`src/inc/irh_map.svh`:
```
// Behaviour
// (RULE1) Acknowledge read returns number, level; clears flag
// (RULE2) Any read of address zero clears winner
// (RULE3) Reset clears both stack pointers to zero
// (RULE4) First instruction after reset blocks all interrupts
// (RULE5) Non-maskable interrupt has no mask; pull-up
// (RULE6) Port eight bit five shows NMI pin
// (RULE7) NMI low forces all-clock-stop bit to zero
// (RULE8) NMI low in wait keeps CPU stopped
// (RULE9) NMI levels held two cycles plus 300ns
// (RULE10) Changing source or polarity may set flag
// (RULE11) Polarity or source select write sets flag; the code sets it only when the written value differs
// (RULE12) Rewrite control only while requests cannot occur
// (RULE13) Control write may lose simultaneous request
// (RULE14) Clear request flag with plain zero write
// (RULE15) Accept when enabled and level exceeds IPL
`ifndef IRH_MAP_SVH
`define IRH_MAP_SVH

// ----------------------------------------------------------------
// Register offsets
// ----------------------------------------------------------------
`define IRH_ADDR_ACK     8'h00
`define IRH_CTRL_PAGE    5'h02
`define IRH_ADDR_SRCSEL  8'h20
`define IRH_ADDR_FLAGS   8'h21
`define IRH_ADDR_USP     8'h22
`define IRH_ADDR_ISP     8'h23
`define IRH_ADDR_PORT8   8'h24
`define IRH_ADDR_CLKC1   8'h25
`define IRH_ADDR_PEND    8'h26

// ----------------------------------------------------------------
// Field positions
// ----------------------------------------------------------------
`define IRH_CTRL_LVL_LSB 0
`define IRH_CTRL_LVL_MSB 2
`define IRH_CTRL_FLAG    3
`define IRH_CTRL_POL     4
`define IRH_FLAGS_IPL_LSB 0
`define IRH_FLAGS_IPL_MSB 2
`define IRH_FLAGS_GIE    3
`define IRH_ACK_NUM_LSB  0
`define IRH_ACK_NUM_MSB  2
`define IRH_ACK_LVL_LSB  8
`define IRH_ACK_LVL_MSB  10
`define IRH_PORT8_NMI    5
`define IRH_CLKC1_STOP   0

// ----------------------------------------------------------------
// Reset values
// ----------------------------------------------------------------
`define IRH_SP_RST       16'h0000
`define IRH_SRCSEL_RST   8'h00
`define IRH_PIN_RST      7'h7F

`endif

```
`src/inc/irh_pkg.sv`:
```
package irh_pkg;

	// Per-source configuration fields
	typedef struct packed {
		logic       edge_polarity_bit;   // Edge polarity bit
		logic [2:0] lvl;   // Request priority level, zero disables
	} irh_ctrl_t;

	// Resolved highest-priority pending request
	typedef struct packed {
		logic       vld;   // Some enabled request pending
		logic [2:0] num;   // Interrupt number
		logic [2:0] lvl;   // Its priority level
	} irh_sel_t;

	// CPU flag word seen by the controller
	typedef struct packed {
		logic       gie;   // Global interrupt enable
		logic [2:0] ipl;   // Processor priority level
	} irh_flags_t;

endpackage

```
`src/irh_sync.sv`:
```
`timescale 1ns/1ps
module irh_sync #(
	parameter int             W       = 1,
	parameter logic [W-1:0]   RST_VAL = '0
) (
	input  wire logic         clk,    // System clock
	input  wire logic         rst_b,  // Async reset, active low
	input  wire logic [W-1:0] d,      // Asynchronous inputs
	output logic      [W-1:0] q       // Filtered synchronous levels
);

	logic [W-1:0] s1_q;  // First stage, read only by second
	logic [W-1:0] s2_q;  // Second stage
	logic [W-1:0] s3_q;  // Third stage
	logic [W-1:0] agree; // Second and third stage agree

	assign agree = ~(s2_q ^ s3_q);

	// Three-stage chain; a change counts once stages two and three agree
	always_ff @(posedge clk or negedge rst_b) begin
		if (!rst_b) begin
			s1_q <= RST_VAL;
			s2_q <= RST_VAL;
			s3_q <= RST_VAL;
			q    <= RST_VAL;
		end else begin
			s1_q <= d;
			s2_q <= s1_q;
			s3_q <= s2_q;
			q    <= (agree & s3_q) | (~agree & q);
		end
	end

endmodule // irh_sync

```
`src/irh_top.sv`:
```
`timescale 1ns/1ps
`include "irh_map.svh"
module irh_top (
	input  wire logic        CLK,        // CPU clock, 25 MHz
	input  wire logic        RST_B,      // Async reset, active low
	input  wire logic [7:0]  ADDR,       // Register address
	input  wire logic [15:0] WDATA,      // Write data
	input  wire logic        WR,         // Write strobe
	input  wire logic        RD,         // Read strobe
	output logic      [15:0] RDATA,      // Read data, cycle after strobe
	input  wire logic [5:0]  INT_PIN,    // External interrupt pins
	input  wire logic        NMI_PIN_B,  // Non-maskable pin, active low
	input  wire logic [1:0]  PERIPH_REQ, // Peripheral request pulses
	input  wire logic        INSTR_DONE, // CPU finished an instruction
	input  wire logic        WAIT_ENTER, // CPU executes wait
	input  wire logic        NMI_ACK,    // CPU takes the NMI
	output logic             IRQ_REQ,    // Maskable request to CPU
	output logic      [2:0]  IRQ_NUM,    // Pending interrupt number
	output logic      [2:0]  IRQ_LVL,    // Pending priority level
	output logic             NMI_REQ,    // NMI request to CPU
	output logic             CLK_STOP,   // All-clock-stop bit
	output logic             CPU_HALT    // CPU stopped in wait
);

	// ------------------------------------------------------------
	// Declarations
	// ------------------------------------------------------------
	localparam int NSRC = 8;                 // Sources: six pins, two lines

	logic [6:0]          pin_raw;            // Pins into synchroniser
	logic [6:0]          pin_s;              // Synchronised pin levels
	logic [6:0]          pin_prev_q;         // Levels one cycle back
	logic [6:0]          rise;               // Rising edge per pin
	logic [6:0]          fall;               // Falling edge per pin
	logic                nmi_lvl;            // Synchronised NMI level
	logic                nmi_fall;           // NMI asserted edge
	logic [NSRC-1:0]     evt;                // Request events per source
	logic [NSRC-1:0]     spur;               // Spurious set on reconfig
	logic [NSRC-1:0]     wr_ctrl;            // Control write per source
	irh_pkg::irh_ctrl_t  ctrl_q [NSRC];      // Per-source configuration
	logic [NSRC-1:0]     flag_q;             // Request flags
	logic [7:0]          srcsel_q;           // External source select bits
	irh_pkg::irh_flags_t flags_q;            // Global enable and IPL
	logic [15:0]         usp_q;              // User stack pointer
	logic [15:0]         isp_q;              // Interrupt stack pointer
	logic                clk_stop_q;         // All-clock-stop bit
	logic                nmi_pend_q;         // NMI pending
	logic                first_instr_q;      // First instruction running
	logic                wait_q;             // CPU in wait
	logic                wait_nmi_q;         // NMI fell during wait
	irh_pkg::irh_sel_t   win;                // Highest-priority request
	logic                irq_ok;             // Accept condition
	logic                irq_req_q;          // Registered request
	logic [2:0]          irq_num_q;          // Registered number
	logic [2:0]          irq_lvl_q;          // Registered level
	logic                rd_ack;             // Read of address zero
	logic                wr_srcsel;          // Source select write
	logic [15:0]         ack_word;           // Acknowledge read value
	logic [15:0]         rd_mux;             // Read data selection
	logic [15:0]         rdata_q;            // Read data register
	logic                first_cyc_q;        // First cycle after reset

	// ------------------------------------------------------------
	// Pin synchronisation and edges
	// ------------------------------------------------------------
	assign pin_raw = {NMI_PIN_B, INT_PIN};

	irh_sync #(
		.W       (7),
		.RST_VAL (`IRH_PIN_RST)
	) u_sync (
		.clk   (CLK),
		.rst_b (RST_B),
		.d     (pin_raw),
		.q     (pin_s)
	);

	// Previous levels for edge detection
	always_ff @(posedge CLK or negedge RST_B) begin
		if (!RST_B) begin
			pin_prev_q <= `IRH_PIN_RST;
		end else begin
			pin_prev_q <= pin_s;
		end
	end

	assign rise     = pin_s & ~pin_prev_q;
	assign fall     = ~pin_s & pin_prev_q;
	assign nmi_lvl  = pin_s[6];
	assign nmi_fall = fall[6];

	// ------------------------------------------------------------
	// Bus decode
	// ------------------------------------------------------------
	assign rd_ack    = RD && (ADDR == `IRH_ADDR_ACK);
	assign wr_srcsel = WR && (ADDR == `IRH_ADDR_SRCSEL);

	// One control register per source in one address page
	always_comb begin
		for (int i = 0; i < NSRC; i++) begin
			wr_ctrl[i] = WR && (ADDR[7:3] == `IRH_CTRL_PAGE) && (ADDR[2:0] == 3'(i));
		end
	end

	// ------------------------------------------------------------
	// Request events and reconfiguration sets
	// ------------------------------------------------------------
	// Pins use polarity or both edges; sources 6 and 7 pick a line or pin 4/5
	always_comb begin
		for (int i = 0; i < 6; i++) begin
			if (srcsel_q[i]) begin
				evt[i] = rise[i] | fall[i];
			end else begin
				evt[i] = ctrl_q[i].edge_polarity_bit ? rise[i] : fall[i];
			end
		end
		for (int k = 0; k < 2; k++) begin
			if (srcsel_q[6+k]) begin
				evt[6+k] = ctrl_q[6+k].edge_polarity_bit ? rise[4+k] : fall[4+k];
			end else begin
				evt[6+k] = PERIPH_REQ[k];
			end
		end
	end

	// Changing polarity or source select raises the flag
	always_comb begin
		for (int i = 0; i < NSRC; i++) begin
			spur[i] = (wr_ctrl[i] && (WDATA[`IRH_CTRL_POL] != ctrl_q[i].edge_polarity_bit)) // RULE10
				|| (wr_srcsel && (WDATA[i] != srcsel_q[i])); // RULE11
		end
	end

	// ------------------------------------------------------------
	// Configuration registers
	// ------------------------------------------------------------
	// Level and polarity per source
	always_ff @(posedge CLK or negedge RST_B) begin
		if (!RST_B) begin
			for (int i = 0; i < NSRC; i++) begin
				ctrl_q[i] <= '0;
			end
		end else begin
			for (int i = 0; i < NSRC; i++) begin
				if (wr_ctrl[i]) begin
					ctrl_q[i].lvl <= WDATA[`IRH_CTRL_LVL_MSB:`IRH_CTRL_LVL_LSB];
					ctrl_q[i].edge_polarity_bit <= WDATA[`IRH_CTRL_POL];
				end
			end
		end
	end

	// Source select bits
	always_ff @(posedge CLK or negedge RST_B) begin
		if (!RST_B) begin
			srcsel_q <= `IRH_SRCSEL_RST;
		end else if (wr_srcsel) begin
			srcsel_q <= WDATA[7:0];
		end
	end

	// Global enable and processor priority level
	always_ff @(posedge CLK or negedge RST_B) begin
		if (!RST_B) begin
			flags_q <= '0;
		end else if (WR && (ADDR == `IRH_ADDR_FLAGS)) begin
			flags_q.gie <= WDATA[`IRH_FLAGS_GIE];
			flags_q.ipl <= WDATA[`IRH_FLAGS_IPL_MSB:`IRH_FLAGS_IPL_LSB];
		end
	end

	// Stack pointers start at zero; software loads them
	always_ff @(posedge CLK or negedge RST_B) begin
		if (!RST_B) begin
			usp_q <= `IRH_SP_RST; // RULE3
			isp_q <= `IRH_SP_RST; // RULE3
		end else begin
			if (WR && (ADDR == `IRH_ADDR_USP)) begin
				usp_q <= WDATA;
			end
			if (WR && (ADDR == `IRH_ADDR_ISP)) begin
				isp_q <= WDATA;
			end
		end
	end

	// ------------------------------------------------------------
	// Request flags
	// ------------------------------------------------------------
	// Control write replaces the flag, so an event in that cycle is lost;
	// otherwise an event beats the acknowledge clear
	always_ff @(posedge CLK or negedge RST_B) begin
		if (!RST_B) begin
			flag_q <= '0;
		end else begin
			for (int i = 0; i < NSRC; i++) begin
				if (wr_ctrl[i]) begin
					flag_q[i] <= WDATA[`IRH_CTRL_FLAG] | spur[i]; // RULE13 RULE14
				end else if (evt[i] || spur[i]) begin
					flag_q[i] <= 1'b1;
				end else if (rd_ack && win.vld && (win.num == 3'(i))) begin
					flag_q[i] <= 1'b0; // RULE1 RULE2
				end
			end
		end
	end

	// ------------------------------------------------------------
	// Priority resolution and acceptance
	// ------------------------------------------------------------
	// Highest level wins; equal levels go to the lower number
	always_comb begin
		win = '0;
		for (int i = 0; i < NSRC; i++) begin
			if (flag_q[i] && (ctrl_q[i].lvl != 3'h0) && (!win.vld || (ctrl_q[i].lvl > win.lvl))) begin
				win.vld = 1'b1;
				win.num = 3'(i);
				win.lvl = ctrl_q[i].lvl;
			end
		end
	end

	assign irq_ok = win.vld && flags_q.gie && (win.lvl > flags_q.ipl) && !first_instr_q; // RULE15 RULE4

	// Registered request; dropped for the cycle after an acknowledge
	always_ff @(posedge CLK or negedge RST_B) begin
		if (!RST_B) begin
			irq_req_q <= 1'b0;
			irq_num_q <= 3'h0;
			irq_lvl_q <= 3'h0;
		end else begin
			irq_req_q <= irq_ok && !rd_ack;
			irq_num_q <= win.num;
			irq_lvl_q <= win.lvl;
		end
	end

	assign IRQ_REQ = irq_req_q;
	assign IRQ_NUM = irq_num_q;
	assign IRQ_LVL = irq_lvl_q;

	// ------------------------------------------------------------
	// Non-maskable interrupt and reset hold-off
	// ------------------------------------------------------------
	// First instruction after reset runs with everything held off
	always_ff @(posedge CLK or negedge RST_B) begin
		if (!RST_B) begin
			first_instr_q <= 1'b1;
		end else if (INSTR_DONE) begin
			first_instr_q <= 1'b0; // RULE4
		end
	end

	// NMI latch has no enable; new edge wins over acknowledge
	always_ff @(posedge CLK or negedge RST_B) begin
		if (!RST_B) begin
			nmi_pend_q <= 1'b0;
		end else if (nmi_fall) begin
			nmi_pend_q <= 1'b1; // RULE5
		end else if (NMI_ACK) begin
			nmi_pend_q <= 1'b0;
		end
	end

	assign NMI_REQ = nmi_pend_q && !first_instr_q; // RULE4

	// ------------------------------------------------------------
	// Stop and wait control
	// ------------------------------------------------------------
	// Stop bit held at zero while NMI is low; an accepted request or pending NMI clears it
	always_ff @(posedge CLK or negedge RST_B) begin
		if (!RST_B) begin
			clk_stop_q <= 1'b0;
		end else if (!nmi_lvl) begin
			clk_stop_q <= 1'b0; // RULE7
		end else if (irq_ok || nmi_pend_q) begin
			clk_stop_q <= 1'b0;
		end else if (WR && (ADDR == `IRH_ADDR_CLKC1)) begin
			clk_stop_q <= WDATA[`IRH_CLKC1_STOP];
		end
	end

	assign CLK_STOP = clk_stop_q;

	// First NMI fall in wait does not wake; a second NMI fall or an accepted request does
	always_ff @(posedge CLK or negedge RST_B) begin
		if (!RST_B) begin
			wait_q     <= 1'b0;
			wait_nmi_q <= 1'b0;
		end else if (!wait_q) begin
			wait_q     <= WAIT_ENTER;
			wait_nmi_q <= 1'b0;
		end else if (irq_ok || (nmi_fall && wait_nmi_q)) begin
			wait_q     <= 1'b0;
			wait_nmi_q <= 1'b0;
		end else if (nmi_fall) begin
			wait_nmi_q <= 1'b1; // RULE8
		end
	end

	assign CPU_HALT = wait_q;

	// ------------------------------------------------------------
	// Read path
	// ------------------------------------------------------------
	// Acknowledge word: number low, level in upper byte
	always_comb begin
		ack_word = 16'h0000;
		ack_word[`IRH_ACK_NUM_MSB:`IRH_ACK_NUM_LSB] = win.num;
		ack_word[`IRH_ACK_LVL_MSB:`IRH_ACK_LVL_LSB] = win.lvl;
	end

	// Register selection; unmapped addresses read zero
	always_comb begin
		rd_mux = 16'h0000;
		if (ADDR[7:3] == `IRH_CTRL_PAGE) begin
			rd_mux[`IRH_CTRL_LVL_MSB:`IRH_CTRL_LVL_LSB] = ctrl_q[ADDR[2:0]].lvl;
			rd_mux[`IRH_CTRL_FLAG] = flag_q[ADDR[2:0]];
			rd_mux[`IRH_CTRL_POL]  = ctrl_q[ADDR[2:0]].edge_polarity_bit;
		end else begin
			case (ADDR)
				`IRH_ADDR_ACK:    rd_mux = ack_word; // RULE1
				`IRH_ADDR_SRCSEL: rd_mux[7:0] = srcsel_q;
				`IRH_ADDR_FLAGS: begin
					rd_mux[`IRH_FLAGS_GIE] = flags_q.gie;
					rd_mux[`IRH_FLAGS_IPL_MSB:`IRH_FLAGS_IPL_LSB] = flags_q.ipl;
				end
				`IRH_ADDR_USP:    rd_mux = usp_q;
				`IRH_ADDR_ISP:    rd_mux = isp_q;
				`IRH_ADDR_PORT8:  rd_mux[`IRH_PORT8_NMI] = nmi_lvl; // RULE6
				`IRH_ADDR_CLKC1:  rd_mux[`IRH_CLKC1_STOP] = clk_stop_q;
				`IRH_ADDR_PEND:   rd_mux[7:0] = flag_q;
				default:          rd_mux = 16'h0000;
			endcase
		end
	end

	// Read data valid only in the cycle after the strobe
	always_ff @(posedge CLK or negedge RST_B) begin
		if (!RST_B) begin
			rdata_q <= 16'h0000;
		end else begin
			rdata_q <= RD ? rd_mux : 16'h0000;
		end
	end

	assign RDATA = rdata_q;

	// ------------------------------------------------------------
	// Assertions
	// ------------------------------------------------------------
	// Marks the first clocked cycle after reset release
	always_ff @(posedge CLK or negedge RST_B) begin
		if (!RST_B) begin
			first_cyc_q <= 1'b1;
		end else begin
			first_cyc_q <= 1'b0;
		end
	end
endmodule // irh_top

```
`config.mk`:
```
export PLATFORM = sky130hd
export DESIGN_NAME = irh_top
export DESIGN_NICKNAME = d
export VERILOG_FILES = /design/src/inc/irh_pkg.sv /design/src/irh_sync.sv /design/src/irh_top.sv
export VERILOG_INCLUDE_DIRS = /design/src /design/src/inc
export SDC_FILE = /design/constraint.sdc
export NUM_CORES = 1
export LEC_CHECK = 0
export BUFFER_PORTS_ARGS = -buffer_cell sky130_fd_sc_hd__buf_2
export CAP_MARGIN = 30
export CORE_ASPECT_RATIO = 2
export CORE_MARGIN = 1.5
export CORE_UTILIZATION = 54
export DETAILED_ROUTE_END_ITERATION = 16
export PLACE_DENSITY = 0.75
export REMOVE_ABC_BUFFERS = 1
export SYNTH_ARGS = -nofsm -noshare
export SYNTH_HDL_FRONTEND = slang
export SYNTH_SLANG_ARGS = --single-unit
```
`constraint.sdc`:
```
create_clock -name CLK -period 10.1 [get_ports CLK]
set_clock_uncertainty 0.2 [all_clocks]
set_input_delay 2.02 -clock CLK [delete_from_list [all_inputs] [get_ports CLK]]
set_output_delay 2.02 -clock CLK [all_outputs]
set_load 0.03 [all_outputs]
```
==> flow_metrics.py, run 1 <==
metrics = {
    "global_route": {
        "grt_max_degree": 80,
        "grt_overflow": 0,
        "antenna_found_initial": 0,
        "grt_pass1_wl_um": 34200,
        "grt_pass1_vias": 6712,
        "grt_use_total": 0.299,
    },
    "synth": {
        "avgSynthCellArea_um2": 11.0,
        "synthCells": 708,
        "ys_ff_latch": 147,
        "yosys.area_share.adder": 0.0667,
        "syn_area_um2": 7770,
        "synthSimpleGateAreaFrac": 0.118,
        "synthArstFlopShare": 1.00,
        "synth_cell_types": 69,
        "synth_edf_count": 0,
        "ys_seq_area_frac": 0.479,
        "synthFlopType": "dfrtp_1",
        "synth_top_family_by_area": "multiplexers",
        "muxShareOfSynthArea": 0.147,
        "yosysWarningCount": 0,
        "synth_compound_area_frac": 0.144,
        "synth-xor-area-share": 0.0124,
    },
    "setup_path": {
        "crit_path_frequent_cell": "ha_1",
        "cp.buffers_inverters": 6,
        "rr_worst_depth": 57,
        "r2r_start": "flag_q[0]",
        "arrival_ps": 10540,
        "worst_setup_path_start_kind": "flop",
        "slowest_stage": "dfrtp_1",
        "worstPathRequired_ps": 10210,
        "r2r_end": "CLK_STOP",
        "endpoint_kind": "flop",
        "critical_path_class": "reg2reg",
        "cp_max_fo": 5,
        "max_stage_delay_ps": 410,
        "rrSetupSlack_ps": -330,
        "crit_family": "compound AO/OA/AOI/OAI gates",
    },
    "drt": {
        "ant_nets": 0,
        "viasPerCell": 6.02,
        "wirelength_um": 21500,
        "drt_first_iter_violations": 616,
        "via_count": 6365,
        "wl_per_cell_um": 20.3,
        "post-route-drc-count": 0,
        "first_pass_iters": 5,
    },
    "cells_and_area": {
        "n_antenna_cell": 0,
        "final_cell_mix": "111 x dfrtp_1, 88 x buf_4, 70 x mux2_2, 65 x buf_2, 58 x nand2_1",
        "layout_commonest_cell": "dfrtp_1",
        "syn_to_final_growth_pct": 29.6,
        "final_nets": 931,
        "drive_gt1_frac": 0.448,
        "fillCellCount": 962,
    },
    "cts": {
        "cts_tree": "yes",
        "cts_made_buffers": 17,
        "ctsRootBufferMaster": "clkbuf_16",
        "clockBufferDepth": 2,
        "clock_latency_ps": 420,
        "path_clk_slew_ps": 60,
        "clock-sinks": 147,
        "ctsHoldBuffers": 0,
        "ctsHtreeMaxLevel": 4,
    },
    "timing": {
        "tightestPinTransition_ps": 819,
        "max_freq_ghz": 0.0959,
        "fin_crit_ps": 10430,
        "whs_ps": 150,
        "final_max_slew_viol_count": 0,
        "hold_viol": 0,
        "setup_viol": 4,
        "timing.final.ws_setup_ps": -329,
        "period_share": 1.03,
        "maxSlewHeadroom": 0.450,
        "rsz0062_at_grt": "yes",
    },
    "die": {
        "fp.dieH_um": 173,
        "initial_core_util": 0.556,
        "die_area_um2": 15200,
        "boundaryPins": 66,
        "fp.dieW_um": 87.8,
        "rows": 61,
        "fp.coreArea_um2": 14000,
    },
    "pwr": {
        "power.leakage_nw": 4.69,
        "power.density_nw_per_um2": 199,
        "ir_drop_mv": 0.227,
    },
    "status": {
        "violations": "negative setup slack",
        "status": "complete, but fails checks",
    },
    "min_path": {
        "worst_hold_path_type": "reg2reg",
        "holdPathEnd": "u_sync.s2_q[4]",
        "hold_depth": 0,
        "min_from": "u_sync.s1_q[4]",
    },
    "placement": {
        "finalWeightedCongestion": 0.959,
        "dp_hpwl_um": 15100,
        "io_buffers": 65,
        "pre_cts_slack_ps": -1010,
    },
    "run": {
        "cap_violations": 0,
    },
}
[layer usage]
layer	up-vias	track usage	routed length [um]
li1	2876	-	-
met4	0	0.191	1320
met5	-	0	0
met3	103	0.0473	975
met2	254	0.507	11400
met1	3132	0.338	7750
[cell usage after synthesis (5+ instances only)]
cell	count	area, um^2
nor2_1	51	191
mux4_2	11	248
o31ai_1	9	67.6
xnor2_1	5	43.8
o21ai_0	29	145
a22oi_1	14	105
buf_1	5	18.8
clkbuf_1	23	86.3
o211ai_1	8	60.1
mux2i_1	9	90.1
a31oi_1	9	56.3
nor3_1	10	50.1
maj3_1	8	80.1
mux2_2	70	788
ha_1	35	438
xor2_1	6	52.6
and3_1	11	68.8
nand3_1	19	95.1
a21oi_1	22	110
o21a_1	9	67.6
nor2b_1	13	81.3
nand2_1	61	229
dfrtp_1	111	2780
inv_1	36	135
dfstp_2	36	946
and2_1	8	50.1
a211oi_1	10	75.1
[worst max path at each step]
stage | cells past startpoint | slack (ps) | startpoint | endpoint
after floorplan | 58 | -700 | flag_q[0] | CLK_STOP
after global placement | 59 | -420 | flag_q[0] | CLK_STOP
after detailed placement | 59 | -1010 | flag_q[0] | CLK_STOP
after CTS | 61 | -30 | flag_q[0] | CLK_STOP
after global routing | 57 | -850 | flag_q[0] | CLK_STOP
final | 57 | -330 | flag_q[0] | CLK_STOP
[cell families after synthesis]
kind of cell,after synthesis
AO/OA/AOI/OAI,156
XOR/XNOR,11
flip-flops,147
multiplexers,91
buffers and inverters,67
AND/OR/NAND/NOR,193
adder cells (fa/ha/maj),43
[power breakdown]
part | leakage (nW) | internal (mW) | switching [mW]
logic | 2.54 | 0.321 | 0.338
clock network | 0.314 | 0.447 | 0.231
registers | 1.83 | 0.640 | 0.0306
total | 4.69 | 1.41 | 0.600
[per-stage QoR]
| step | TNS, ps | utilization | std cells | power (mW) | instance area, um^2 |
|---|---|---|---|---|---|
| after global placement | -1600 | 0.619 | 989 | 1.13 | 8650 |
| final | -1030 | 0.721 | 1058 | 2.01 | 10100 |
| after detailed placement | -5370 | 0.619 | 990 | 1.15 | 8650 |
| after CTS | -45.8 | 0.700 | 1048 | 1.94 | 9770 |
| after global routing | -3350 | 0.721 | 1058 | 2.09 | 10100 |
| after floorplan | -2650 | - | 678 | 0.941 | 7650 |
[area by class of cell]
class	count	area, um^2	area share
Tap cell	189	236	0.0235
Timing Repair Buffer	159	1070	0.106
Clock inverter	7	145	0.0144
Clock buffer	25	505	0.0502
Inverter	37	139	0.0138
Multi-Input combinational cell	494	4250	0.422
Sequential cell	147	3720	0.370
[repair_timing]
| item | 4_1_cts | 5_1_grt |
|---|---|---|
| pin swaps | 26 | 44 |
| setup buffers | 27 | 12 |
| gates resized for setup | 66 | 35 |
| setup endpoints to repair | 16 | 14 |
[worst reg2reg max path, delay by kind of cell (launching register included)]
family / cells / cell delay (ps)
AO/OA/AOI/OAI: 27 / 4400
multiplexers: 2 / 350
flip-flops: 1 / 410
adder cells (fa/ha/maj): 8 / 2170
buffers and inverters: 6 / 830
AND/OR/NAND/NOR: 14 / 1950
[flip-flops by register name (all words and copies together) (netlist names), named ones only]
name and flops:
ctrl_q 32, RDATA 16, isp_q 16, usp_q 16, flag_q 8, srcsel_q 8, pin_prev_q 7, u_sync.s1_q 7
u_sync.s2_q 7, u_sync.s3_q 7, flags_q 4, IRQ_LVL 3, IRQ_NUM 3, CLK_STOP 1, CPU_HALT 1, IRQ_REQ 1
first_instr_q 1, nmi_pend_q 1, wait_nmi_q 1
No activity file was read; power rests on OpenSTA's default activity.
==> inputs of run 2 (changes only) <==
CORE_UTILIZATION = 55   (was 54)
PLACE_DENSITY = 0.73   (was 0.75)
clock period = 10.2 ns   (was 10.1 ns; I/O delays follow)
==> run 2 against run 1 <==
Net effect:
- the run still ends with negative setup slack left
- combinational power shrank 0.9%
- sequential cell count is the same
- power shrank 4.0%
- fmax shrank 1.9%
- cell count grew 0.38%
- register-to-register slack lost 100 ps
- first-iteration DRC count shrank 29%
- via count grew 2.1%
- sequential power shrank 1%
- clock power shrank 9.9%
- global-route usage grew 0.86 points
- non-clock buffer count grew 4
==> flow_metrics.py, run 2 (same netlist as run 1, synthesis figures left out) <==
metrics = {
    "timing": {
        "fin_crit_ps": 10630,
        "max_freq_ghz": 0.0940,
        "setup_viol": 4,
        "whs_ps": 156,
        "period_share": 1.04,
        "rsz0062_at_grt": "yes",
        "tightestPinTransition_ps": 947,
        "hold_viol": 0,
        "timing.final.ws_setup_ps": -433,
        "setup_tns_ps": -1670,
        "maxSlewHeadroom": 0.364,
        "final_max_slew_viol_count": 0,
    },
    "drt": {
        "ant_nets": 0,
        "via_count": 6501,
        "wirelength_um": 22000,
        "wl_per_cell_um": 20.7,
        "first_pass_iters": 5,
        "drt_first_iter_violations": 439,
        "post-route-drc-count": 0,
        "viasPerCell": 6.12,
    },
    "setup_path": {
        "max_stage_delay_ps": 410,
        "cp_max_fo": 5,
        "worst_setup_path_start_kind": "flop",
        "critical_path_class": "reg2reg",
        "endpoint_kind": "flop",
        "slowest_stage": "dfrtp_1",
        "arrival_ps": 10740,
        "worstPathRequired_ps": 10310,
    },
    "cells_and_area": {
        "top_register": "ctrl_q",
        "final_nets": 935,
        "largest_register_ffs": 32,
        "n_antenna_cell": 0,
        "drive_gt1_frac": 0.438,
        "layout_commonest_cell": "dfrtp_1",
        "syn_to_final_growth_pct": 28.5,
        "stdcell_count": 1062,
        "final_cell_mix": "111 x dfrtp_1, 95 x buf_4, 70 x mux2_2, 65 x buf_2, 60 x nand2_1",
    },
    "die": {
        "die_area_um2": 14900,
        "rows": 61,
        "fp.dieW_um": 87.0,
        "initial_core_util": 0.562,
        "fp.coreArea_um2": 13800,
        "fp.dieH_um": 171,
        "boundaryPins": 66,
    },
    "cts": {
        "ctsHtreeMaxLevel": 4,
        "ctsRootBufferMaster": "clkbuf_16",
        "clock_latency_ps": 430,
        "clockBufferDepth": 2,
        "path_clk_slew_ps": 60,
        "cts_tree": "yes",
        "clock-sinks": 147,
        "ctsHoldBuffers": 0,
        "cts_made_buffers": 17,
    },
    "global_route": {
        "grt_pass1_vias": 6715,
        "grt_pass1_wl_um": 34100,
        "grt_use_total": 0.308,
        "grt_max_degree": 78,
        "grt_overflow": 0,
        "antenna_found_initial": 0,
    },
    "pwr": {
        "power.leakage_nw": 4.66,
        "power.density_nw_per_um2": 193,
        "ir_drop_mv": 0.209,
    },
    "status": {
        "violations": "negative setup slack",
        "status": "complete, but fails checks",
    },
    "min_path": {
        "worst_hold_path_type": "reg2reg",
    },
    "placement": {
        "pre_cts_slack_ps": -1030,
        "io_buffers": 65,
        "finalWeightedCongestion": 0.939,
        "dp_cells": 990,
        "dp_hpwl_um": 15200,
    },
    "run": {
        "cap_violations": 0,
    },
}
==> run 2: critical path, delay by kind of cell (launching register included) <==
| family | cells | cell delay [ps] |
|---|---|---|
| multiplexers | 3 | 560 |
| buffers and inverters | 5 | 570 |
| AO/OA/AOI/OAI | 27 | 4900 |
| flip-flops | 1 | 410 |
| adder cells (fa/ha/maj) | 8 | 2110 |
| AND/OR/NAND/NOR | 14 | 1720 |
==> run 2: per-stage QoR <==
stage | cell area [um^2] | utilization | power (mW)
global route | 9980 | 0.722 | 2.01
global placement | 8650 | 0.626 | 1.12
floorplan | 7650 | - | 0.932
finish | 9980 | 0.722 | 1.93
detailed placement | 8650 | 0.626 | 1.14
CTS | 9670 | 0.700 | 1.84
==> run 2: area by class of cell <==
class / instances / area [um^2]
Timing Repair Buffer: 163 / 1070
Fill cell: 949 / 3840
Sequential cell: 147 / 3720
Inverter: 37 / 141
Tap cell: 189 / 236
Multi-Input combinational cell: 494 / 4220
Clock inverter: 7 / 68.8
Clock buffer: 25 / 518
==> run 2: repair_timing <==
action                     CTS  global route
pin swaps                   28            39
setup endpoints to repair    7            21
setup buffers               26            14
gates resized for setup     53            33
==> run 2: per-layer routing <==
metal / up-vias / GRT usage / share of wire
met1: 3227 / 0.329 / 0.35
met5: - / 0 / 0
met4: 0 / 0.217 / 0.067
met3: 111 / 0.0584 / 0.047
li1: 2888 / - / -
met2: 275 / 0.531 / 0.53
==> run 2: power by group <==
part / internal [mW] / switching, mW
Sequential: 0.634 / 0.0308
Clock: 0.377 / 0.233
Combinational: 0.312 / 0.341
==> run 2: worst paths after layout <==
path / from / to / slack (ps) / cells past startpoint
min in group asynchronous: RST_B / isp_q[12] / 1420 / 1
max in group asynchronous: RST_B / ctrl_q[21] / 7000 / 2
worst min-delay path: u_sync.s1_q[6] / u_sync.s2_q[6] / 160 / 0
worst max-delay path: flag_q[0] / CLK_STOP / -430 / 57
worst max register to register: flag_q[0] / CLK_STOP / -430 / 57
worst min register to register: u_sync.s1_q[6] / u_sync.s2_q[6] / 160 / 0
